===== config.mk =====
export PLATFORM = sky130hd
export DESIGN_NAME = eight_bit_timer_control
export DESIGN_NICKNAME = d
export VERILOG_FILES = /design/src/rtl/count_source_select.v /design/src/rtl/eight_bit_timer_control.v
export VERILOG_INCLUDE_DIRS = /design/src /design/src/rtl
export SDC_FILE = /design/constraint.sdc
export NUM_CORES = 1
export LEC_CHECK = 0
export BUFFER_PORTS_ARGS = -buffer_cell sky130_fd_sc_hd__buf_2
export CELL_PAD_IN_SITES_DETAIL_PLACEMENT = 1
export CELL_PAD_IN_SITES_GLOBAL_PLACEMENT = 2
export CORE_MARGIN = 2
export CORE_UTILIZATION = 34
export CTS_BUF_LIST = sky130_fd_sc_hd__clkbuf_8
export CTS_CLUSTER_DIAMETER = 30
export DETAILED_ROUTE_END_ITERATION = 12
export PLACE_DENSITY_LB_ADDON = 0.1
export SLEW_MARGIN = 5
export SYNTH_ARGS = -nofsm -noshare
export SYNTH_HDL_FRONTEND = slang
export SYNTH_SLANG_ARGS = --single-unit

===== constraint.sdc =====
create_clock -name clk_i -period 3.8 [get_ports clk_i]
set_input_delay 0.19 -clock clk_i [delete_from_list [all_inputs] [get_ports clk_i]]
set_output_delay 0.19 -clock clk_i [all_outputs]
set_load 0.01 [all_outputs]

===== src/rtl/eight_bit_timer_regs.vh =====
/*
  Register indices, field positions, reset values and prescaler
  exponents for the 8-bit timer control block.
  Assumes a Wishbone byte address that is four times the index.
*/
`ifndef EIGHT_BIT_TIMER_REGS_VH
`define EIGHT_BIT_TIMER_REGS_VH

// Register indices (byte address = index * 4)
`define EBT_IDX_COUNT0 16'hFF16
`define EBT_IDX_CMP0 16'hFF17
`define EBT_IDX_TCL0 16'hFF6A
`define EBT_IDX_TMC0 16'hFF6B
`define EBT_IDX_TCL1 16'hFF8C
`define EBT_IDX_RUN1 16'hFF8D

// Mode control field positions
`define EBT_RUN_BIT 7
`define EBT_PWM_BIT 6
`define EBT_PRESET_SET_BIT 3
`define EBT_PRESET_CLR_BIT 2
`define EBT_INV_BIT 1
`define EBT_OE_BIT 0

// Reset values
`define EBT_TCL_RESET 3'h0
`define EBT_BYTE_RESET 8'h00

// Clock select codes
`define EBT_SEL_FALLING 3'h0
`define EBT_SEL_RISING 3'h1
`define EBT_SEL_DIV_CODE2 3'h2
`define EBT_SEL_DIV_CODE3 3'h3
`define EBT_SEL_DIV_CODE4 3'h4
`define EBT_SEL_DIV_CODE5 3'h5
`define EBT_SEL_DIV_CODE6 3'h6

// Divide exponents (divide by two to the exponent)
`define EBT_EXP_CODE2 4'h0
`define EBT_EXP_CODE3 4'h1
`define EBT_EXP_CODE5 4'h6
`define EBT_EXP_CODE6 4'h8
`define EBT_T0_EXP_CODE4 4'h2
`define EBT_T0_EXP_CODE7 4'hD
`define EBT_T1_EXP_CODE4 4'h4
`define EBT_T1_EXP_CODE7 4'hC
`define EBT_DIV_WIDTH 13

`endif


===== src/rtl/count_source_select.v =====
/*
  Count source for one 8-bit timer: event pin edge or divided clock.
  Assumes the event pin is asynchronous to clk_i; one tick per count.
*/
`timescale 1ns/100ps
`include "eight_bit_timer_regs.vh"
module count_source_select #(
  parameter [3:0] EXP_CODE4 = `EBT_T0_EXP_CODE4,
  parameter [3:0] EXP_CODE7 = `EBT_T0_EXP_CODE7
) (
  input wire clk_i,
  input wire rst_i,
  input wire run_i,
  input wire [2:0] select_i,
  input wire event_pin_i,
  output wire tick_o
);

  reg sync_a_ff;
  reg sync_b_ff;
  reg prev_ff;
  reg tick_ff;
  reg [`EBT_DIV_WIDTH-1:0] div_ff;
  reg [`EBT_DIV_WIDTH-1:0] mask;
  reg nxt_tick;

  // Exponent of the divider for a clock select code
  function [3:0] div_exp;
    input [2:0] code;
    begin
      if (code == `EBT_SEL_DIV_CODE2) div_exp = `EBT_EXP_CODE2;
      else if (code == `EBT_SEL_DIV_CODE3) div_exp = `EBT_EXP_CODE3;
      else if (code == `EBT_SEL_DIV_CODE4) div_exp = EXP_CODE4;
      else if (code == `EBT_SEL_DIV_CODE5) div_exp = `EBT_EXP_CODE5;
      else if (code == `EBT_SEL_DIV_CODE6) div_exp = `EBT_EXP_CODE6;
      else div_exp = EXP_CODE7;
    end
  endfunction

  // Low bits all ones marks the end of one divided period
  function [`EBT_DIV_WIDTH-1:0] low_mask;
    input [3:0] e;
    integer i;
    begin
      for (i = 0; i < `EBT_DIV_WIDTH; i = i + 1) begin
        low_mask[i] = (i < e);
      end
    end
  endfunction

  always @* begin
    mask = low_mask(div_exp(select_i));
    nxt_tick = 1'b0;
    if (run_i) begin
      if (select_i == `EBT_SEL_FALLING) begin
        nxt_tick = prev_ff & ~sync_b_ff;
      end else if (select_i == `EBT_SEL_RISING) begin
        nxt_tick = sync_b_ff & ~prev_ff;
      end else begin
        nxt_tick = ((div_ff & mask) == mask);
      end
    end
  end

  always @(posedge clk_i) begin
    if (rst_i) begin
      sync_a_ff <= 1'b0;
      sync_b_ff <= 1'b0;
      prev_ff <= 1'b0;
      tick_ff <= 1'b0;
      div_ff <= {`EBT_DIV_WIDTH{1'b0}};
    end else begin
      sync_a_ff <= event_pin_i;
      sync_b_ff <= sync_a_ff;
      prev_ff <= sync_b_ff;
      tick_ff <= nxt_tick;
      if (run_i) begin
        div_ff <= div_ff + {{(`EBT_DIV_WIDTH-1){1'b0}}, 1'b1};
      end else begin
        div_ff <= {`EBT_DIV_WIDTH{1'b0}};
      end
    end
  end

  assign tick_o = tick_ff;

endmodule


===== src/rtl/eight_bit_timer_control.v =====
/*
  Control logic for two 8-bit timer/event counters on classic Wishbone:
  clock select, run control, clear-on-match or PWM mode, output
  flip-flop preset, inversion or polarity, and output enable.
  Assumes a synchronous active-high reset and one 100 MHz clock.
  Assumes byte addresses four times the register index, byte lane 0.
  Assumes asynchronous event pins, resynchronised inside the sources.
  The output pin follows mode bits in the edge that writes them.
*/
`timescale 1ns/100ps
`include "eight_bit_timer_regs.vh"
module eight_bit_timer_control (
  input wire clk_i,
  input wire rst_i,
  input wire cyc_i,
  input wire stb_i,
  input wire we_i,
  input wire [17:0] adr_i,
  input wire [3:0] sel_i,
  input wire [31:0] dat_i,
  output wire [31:0] dat_o,
  output wire ack_o,
  input wire event_input_pin_0_i,
  input wire event_input_pin_1_i,
  output wire timer_output_pin_0_o,
  output wire match_interrupt_o,
  output wire count_tick_1_o
);

  // Bus state
  reg ack_ff;
  reg [7:0] rdata_ff;
  reg [7:0] nxt_rdata;

  // Software state
  reg [2:0] timer_clock_select_0_ff;
  reg [2:0] timer_clock_select_1_ff;
  reg count_run_bit_ff;
  reg pwm_mode_select_ff;
  reg invert_or_polarity_bit_ff;
  reg output_enable_bit_ff;
  reg [7:0] compare_value_0_ff;
  reg run_1_ff;
  reg nxt_count_run;
  reg nxt_pwm_mode;
  reg nxt_invert;
  reg nxt_output_enable;

  // Timer state
  reg [7:0] up_counter_0_ff;
  reg [7:0] nxt_up_counter_0;
  reg out_flipflop_ff;
  reg nxt_out_flipflop;
  reg pwm_active_ff;
  reg nxt_pwm_active;
  reg match_irq_ff;
  reg nxt_match_irq;
  reg pin_ff;
  reg nxt_pin;

  wire req;
  wire wr_fire;
  wire wr_tcl0;
  wire wr_tcl1;
  wire wr_tmc0;
  wire wr_cmp0;
  wire wr_run1;
  wire flipflop_preset_set;
  wire flipflop_preset_clear;
  wire tick0;
  wire tick1;
  wire counter_match;
  wire counter_top;

  // Word index match on the byte address
  function hit;
    input [17:0] adr;
    input [15:0] idx;
    begin
      hit = (adr[17:2] == idx);
    end
  endfunction

  // Preset strobe from a written byte, 11 selects neither
  function preset_strobe;
    input [7:0] data;
    input want_set;
    begin
      if (want_set) begin
        preset_strobe = data[`EBT_PRESET_SET_BIT] &
          ~data[`EBT_PRESET_CLR_BIT];
      end else begin
        preset_strobe = data[`EBT_PRESET_CLR_BIT] &
          ~data[`EBT_PRESET_SET_BIT];
      end
    end
  endfunction

  // Mode byte as read back, preset strobes always read zero
  function [7:0] mode_readback;
    input run;
    input pwm;
    input inv;
    input oe;
    begin
      mode_readback = {run, pwm, 2'h0, 2'h0, inv, oe};
    end
  endfunction

  // Pin level: low when disabled, PWM level with polarity, or flip-flop
  function pin_level;
    input oe;
    input pwm;
    input inv;
    input active;
    input ff;
    begin
      pin_level = 1'h0;
      if (oe) begin
        if (pwm) begin
          pin_level = active ^ inv;
        end else begin
          pin_level = ff;
        end
      end
    end
  endfunction

  // Wishbone slave: ack one cycle after the request, write at ack edge
  assign req = cyc_i & stb_i;
  assign wr_fire = req & we_i & ack_ff & sel_i[0];
  assign wr_tcl0 = wr_fire & hit(adr_i, `EBT_IDX_TCL0);
  assign wr_tcl1 = wr_fire & hit(adr_i, `EBT_IDX_TCL1);
  assign wr_tmc0 = wr_fire & hit(adr_i, `EBT_IDX_TMC0);
  assign wr_cmp0 = wr_fire & hit(adr_i, `EBT_IDX_CMP0);
  assign wr_run1 = wr_fire & hit(adr_i, `EBT_IDX_RUN1);

  // Preset strobes, acting only outside PWM mode
  assign flipflop_preset_set = wr_tmc0 & ~pwm_mode_select_ff &
    preset_strobe(dat_i[7:0], 1'h1);
  assign flipflop_preset_clear = wr_tmc0 & ~pwm_mode_select_ff &
    preset_strobe(dat_i[7:0], 1'h0);

  // Read data mux, unmapped reads return zero
  always @* begin
    nxt_rdata = `EBT_BYTE_RESET;
    if (hit(adr_i, `EBT_IDX_TCL0)) begin
      nxt_rdata = {5'h00, timer_clock_select_0_ff};
    end else if (hit(adr_i, `EBT_IDX_TCL1)) begin
      nxt_rdata = {5'h00, timer_clock_select_1_ff};
    end else if (hit(adr_i, `EBT_IDX_TMC0)) begin
      nxt_rdata = mode_readback(count_run_bit_ff, pwm_mode_select_ff,
        invert_or_polarity_bit_ff, output_enable_bit_ff);
    end else if (hit(adr_i, `EBT_IDX_CMP0)) begin
      nxt_rdata = compare_value_0_ff;
    end else if (hit(adr_i, `EBT_IDX_COUNT0)) begin
      nxt_rdata = up_counter_0_ff;
    end else if (hit(adr_i, `EBT_IDX_RUN1)) begin
      nxt_rdata = {7'h00, run_1_ff};
    end
  end

  always @(posedge clk_i) begin
    if (rst_i) begin
      ack_ff <= 1'b0;
      rdata_ff <= `EBT_BYTE_RESET;
    end else begin
      ack_ff <= req & ~ack_ff;
      if (req & ~ack_ff) begin
        rdata_ff <= nxt_rdata;
      end
    end
  end

  assign ack_o = ack_ff;
  assign dat_o = {24'h000000, rdata_ff};

  // Clock select registers, only the three select bits are kept
  always @(posedge clk_i) begin
    if (rst_i) begin
      timer_clock_select_0_ff <= `EBT_TCL_RESET;
      timer_clock_select_1_ff <= `EBT_TCL_RESET;
    end else begin
      if (wr_tcl0) begin
        timer_clock_select_0_ff <= dat_i[2:0];
      end
      if (wr_tcl1) begin
        timer_clock_select_1_ff <= dat_i[2:0];
      end
    end
  end

  // Next mode bits, the stored value unless software writes them
  always @* begin
    nxt_count_run = count_run_bit_ff;
    nxt_pwm_mode = pwm_mode_select_ff;
    nxt_invert = invert_or_polarity_bit_ff;
    nxt_output_enable = output_enable_bit_ff;
    if (wr_tmc0) begin
      nxt_count_run = dat_i[`EBT_RUN_BIT];
      nxt_pwm_mode = dat_i[`EBT_PWM_BIT];
      nxt_invert = dat_i[`EBT_INV_BIT];
      nxt_output_enable = dat_i[`EBT_OE_BIT];
    end
  end

  // Mode control register, preset bits are not stored
  always @(posedge clk_i) begin
    if (rst_i) begin
      count_run_bit_ff <= 1'b0;
      pwm_mode_select_ff <= 1'b0;
      invert_or_polarity_bit_ff <= 1'b0;
      output_enable_bit_ff <= 1'b0;
    end else begin
      count_run_bit_ff <= nxt_count_run;
      pwm_mode_select_ff <= nxt_pwm_mode;
      invert_or_polarity_bit_ff <= nxt_invert;
      output_enable_bit_ff <= nxt_output_enable;
    end
  end

  // Compare value and timer 1 run control
  always @(posedge clk_i) begin
    if (rst_i) begin
      compare_value_0_ff <= `EBT_BYTE_RESET;
      run_1_ff <= 1'b0;
    end else begin
      if (wr_cmp0) begin
        compare_value_0_ff <= dat_i[7:0];
      end
      if (wr_run1) begin
        run_1_ff <= dat_i[0];
      end
    end
  end

  // Count sources for both timers
  count_source_select #(
    .EXP_CODE4(`EBT_T0_EXP_CODE4),
    .EXP_CODE7(`EBT_T0_EXP_CODE7)
  ) source_0 (
    .clk_i(clk_i),
    .rst_i(rst_i),
    .run_i(count_run_bit_ff),
    .select_i(timer_clock_select_0_ff),
    .event_pin_i(event_input_pin_0_i),
    .tick_o(tick0)
  );

  count_source_select #(
    .EXP_CODE4(`EBT_T1_EXP_CODE4),
    .EXP_CODE7(`EBT_T1_EXP_CODE7)
  ) source_1 (
    .clk_i(clk_i),
    .rst_i(rst_i),
    .run_i(run_1_ff),
    .select_i(timer_clock_select_1_ff),
    .event_pin_i(event_input_pin_1_i),
    .tick_o(tick1)
  );

  assign count_tick_1_o = tick1;

  assign counter_match = (up_counter_0_ff == compare_value_0_ff);
  assign counter_top = (up_counter_0_ff == 8'hFF);

  // Counter, output flip-flop, PWM level and match event
  always @* begin
    nxt_up_counter_0 = up_counter_0_ff;
    nxt_out_flipflop = out_flipflop_ff;
    nxt_pwm_active = pwm_active_ff;
    nxt_match_irq = 1'b0;
    if (!count_run_bit_ff) begin
      nxt_up_counter_0 = `EBT_BYTE_RESET;
      nxt_pwm_active = 1'b0;
    end else if (tick0) begin
      if (pwm_mode_select_ff) begin
        nxt_up_counter_0 = up_counter_0_ff + 8'h01;
        if (counter_match) begin
          nxt_pwm_active = 1'b0;
        end else if (counter_top) begin
          nxt_pwm_active = 1'b1;
        end
      end else if (counter_match) begin
        nxt_up_counter_0 = `EBT_BYTE_RESET;
        nxt_match_irq = 1'b1;
        if (invert_or_polarity_bit_ff) begin
          nxt_out_flipflop = ~out_flipflop_ff;
        end
      end else begin
        nxt_up_counter_0 = up_counter_0_ff + 8'h01;
      end
    end
    if (flipflop_preset_clear) begin
      nxt_out_flipflop = 1'b0;
    end else if (flipflop_preset_set) begin
      nxt_out_flipflop = 1'b1;
    end
  end

  // Pin level from the next mode, polarity and enable bits
  always @* begin
    nxt_pin = pin_level(nxt_output_enable, nxt_pwm_mode, nxt_invert,
      nxt_pwm_active, nxt_out_flipflop);
  end

  always @(posedge clk_i) begin
    if (rst_i) begin
      up_counter_0_ff <= `EBT_BYTE_RESET;
      out_flipflop_ff <= 1'b0;
      pwm_active_ff <= 1'b0;
      match_irq_ff <= 1'b0;
      pin_ff <= 1'b0;
    end else begin
      up_counter_0_ff <= nxt_up_counter_0;
      out_flipflop_ff <= nxt_out_flipflop;
      pwm_active_ff <= nxt_pwm_active;
      match_irq_ff <= nxt_match_irq;
      pin_ff <= nxt_pin;
    end
  end

  assign timer_output_pin_0_o = pin_ff;
  assign match_interrupt_o = match_irq_ff;

endmodule


==> flow_summary.toml <==
[drt]
antenna_left = 0
routed_wl_mm = 9.17
drt_iter0_drc = 82
drc = 0
drtPass1Iterations = 4
vias = 2991
vias_per_cell = 4.95
wire_per_inst_microns = 15.2

[critical_path]
critPathMaxStageDelay_ns = 0.48
cp_slowest_cell = "dfxtp_1"
r2r-end = "timer_output_pin_0_o"
reg2reg_setup_slack_ns = 1.48
crit_required_ns = 4.05
worstPathArrival_ns = 2.57
reg2reg_from = "up_counter_0_ff[0]"
critPathLaunchType = "flip-flop"
cp-end-kind = "flip-flop"
r2r_cells = 7
crit_chain = "ha_1, nand4_1, nor3_1, o21ai_0, o211ai_1, or3b_1, a311oi_2"
worst-path-max-fanout = 5
crit_type = "flip-flop to flip-flop"

[logic_synthesis]
ys_top_cells_by_count = "dfxtp_1, nor2_1, nand2_1"
avgSynthCellArea_sq_um = 8.51
synth_area_sq_um = 3630
synth_top_area_share_pct = 40.3
synth_compound_area_share_pct = 9.31
yosys-top-cells-area = "dfxtp_1, nor2_1, mux2i_1"
synth_top_family_by_area = "simple AND/OR/NAND/NOR gates"
dominantRegCellSynth = "dfxtp_1"
synth_top_area_cell = "dfxtp_1"
syn_inst = 426
synth_simple_gate_area_share_pct = 26.3
synth.distinct_cells = 53
synth_edf_count = 0
synthArstFlopShare_pct = 0
ys_seq_elements = 73
yosysWarnings = 0
synth_fa_ha_area_share_pct = 1.03
synth_mux_area_share_pct = 6.11
synth.most_common_cell = "dfxtp_1"
ys_seq_area_share_pct = 40.3
synth-xor-area-share_pct = 8.69

[die]
fp.coreArea_sq_um = 10300
io_pins = 97
start_util_pct = 35.1
fp.dieH_microns = 107
die_x_microns = 107
placementRows = 37
dieArea_sq_um = 11500

[global_route]
grt_use_total_pct = 17.4
overflow = 0
grt_first_pass_wirelength_mm = 15.5
antenna_found_initial = 0
grt_pass1_vias = 3025
grt_max_degree = 40

[cts]
cts_hold_buf = 0
cts_resized = 0
cts.clk_slew.worst_paths_ns = 0.08
clockBufferDepth = 2
cts_setup_buffers = 0
clk_latency_ns = 0.35
tritoncts = "done"
ctsRootBufferMaster = "clkbuf_8"
h-tree-depth = 3
numCtsBuffers = 9
clock_sinks = 73

[timing]
finalMaxSlewViolations = 0
setup_tns_ns = 0
min_period_over_period_pct = 61.1
period_needed_ns = 2.32
setup_viol = 0
max_freq_mhz = 431
hold_viol = 0
slew_headroom_pct = 59.0
worst_slew_pin_slew_ns = 0.615
skew_ns = 0.00547
rsz0062_at_grt = "false"

[place]
place_congestion = 0.757
numPortBuffers = 43
dpl.hpwl_mm = 6.80

[final_layout]
diodes = 0
fin_nets = 528
post-route-util_pct = 38.9
area.growth.synth_to_final_pct = 10.6
drive_gt1_share_pct = 14.1

[power_and_ir_drop]
powerDensity_nw_per_um2 = 341
cellLeakagePower_uw = 0.00151
max-vdd-ir-drop_uv = 133

[flow_run]
drv_cap = 0

[hold_path]
worstHoldStart = "event_input_pin_1_i"
holdCritPathClass = "input port to flip-flop"
min_to = "source_1.sync_a_ff"
hold_depth = 2

[run_status]
status = "complete, no violations"
cells by family after synthesis:
group	Yosys count
flip-flops	73
AND/OR/NAND/NOR	186
other	1
AO/OA/AOI/OAI	55
buffers and inverters	50
XOR/XNOR	36
adder cells (fa/ha/maj)	3
multiplexers	22
state kept, by name (all words and copies together) (netlist names), 3 cells and up:
signal                   count
compare_value_0_ff           8
source_1.div_ff             12
timer_clock_select_1_ff      3
rdata_ff                     8
up_counter_0_ff              8
source_0.div_ff             13
timer_clock_select_0_ff      3
worst max-delay path: cells and delay by family (launching register included):
kind,cells,cell delay [ns]
AND/OR/NAND/NOR,3,0.84
adder cells (fa/ha/maj),1,0.23
AO/OA/AOI/OAI,3,0.67
flip-flops,1,0.48
per-stage QoR:
stage	setup slack [ns]	total power, uW	hold WS [ns]	area [sq um]	instances
floorplan	1.91	838	0.318	3710	449
finish	1.48	1370	0.0527	4010	604
global route	1.34	1430	0.0390	4010	604
global placement	1.50	849	0.417	3850	589
CTS	1.44	1390	0.0395	4010	604
detailed placement	1.48	850	0.406	3850	589
layout make-up:
class	count	area (sq um)
clock inverters	5	25.0
repair buffers	44	223
multi-input cells	326	1960
flip-flops and latches	73	1460
fillers	1262	6310
inverters	10	37.5
clock buffers	10	138
well taps	136	170
how the worst max path moves through the flow:
stage                     depth (start not counted)  slack [ns]                from                    to
after CTS                                         7        1.44  up_counter_0_ff[0]  timer_output_pin_0_o
after floorplan                                   7        1.91  up_counter_0_ff[0]  timer_output_pin_0_o
final                                             7        1.48  up_counter_0_ff[0]  timer_output_pin_0_o
after global placement                            7        1.50  up_counter_0_ff[0]  timer_output_pin_0_o
after detailed placement                          7        1.48  up_counter_0_ff[0]  timer_output_pin_0_o
after global routing                              7        1.34  up_counter_0_ff[0]  timer_output_pin_0_o
layout by cell type, fill, tap and decap left out, types with 8 or more instances in the layout:
cell type,synthesis,layout
inv_1,9,11
nand4_1,19,19
o21ai_0,13,13
clkbuf_8,0,10
buf_2,2,43
nor2b_1,8,8
conb_1,1,24
nand3_1,17,17
nand2_1,31,31
nor2_1,65,65
mux2i_1,21,21
xor2_1,16,16
nor3_1,13,13
a21oi_1,25,25
dfxtp_1,73,73
xnor2_1,20,20
power breakdown:
group          total (uW)  internal [uW]  leakage [uW]  switching (uW)
Combinational        62.9           20.6      0.000833            42.3
Clock                 537            245     0.0000905             293
Sequential            770            768      0.000589            1.77
layer usage:
layer | global-route usage, % | vias up | share of wire (%)
li1 | - | 1494 | -
met1 | 24.1 | 1441 | 50
met2 | 27.0 | 45 | 45
met3 | 2.72 | 11 | 2.9
met4 | 6.68 | 0 | 1.5
met5 | 0 | - | 0
Note: power is estimated with default switching activity, not from simulation.
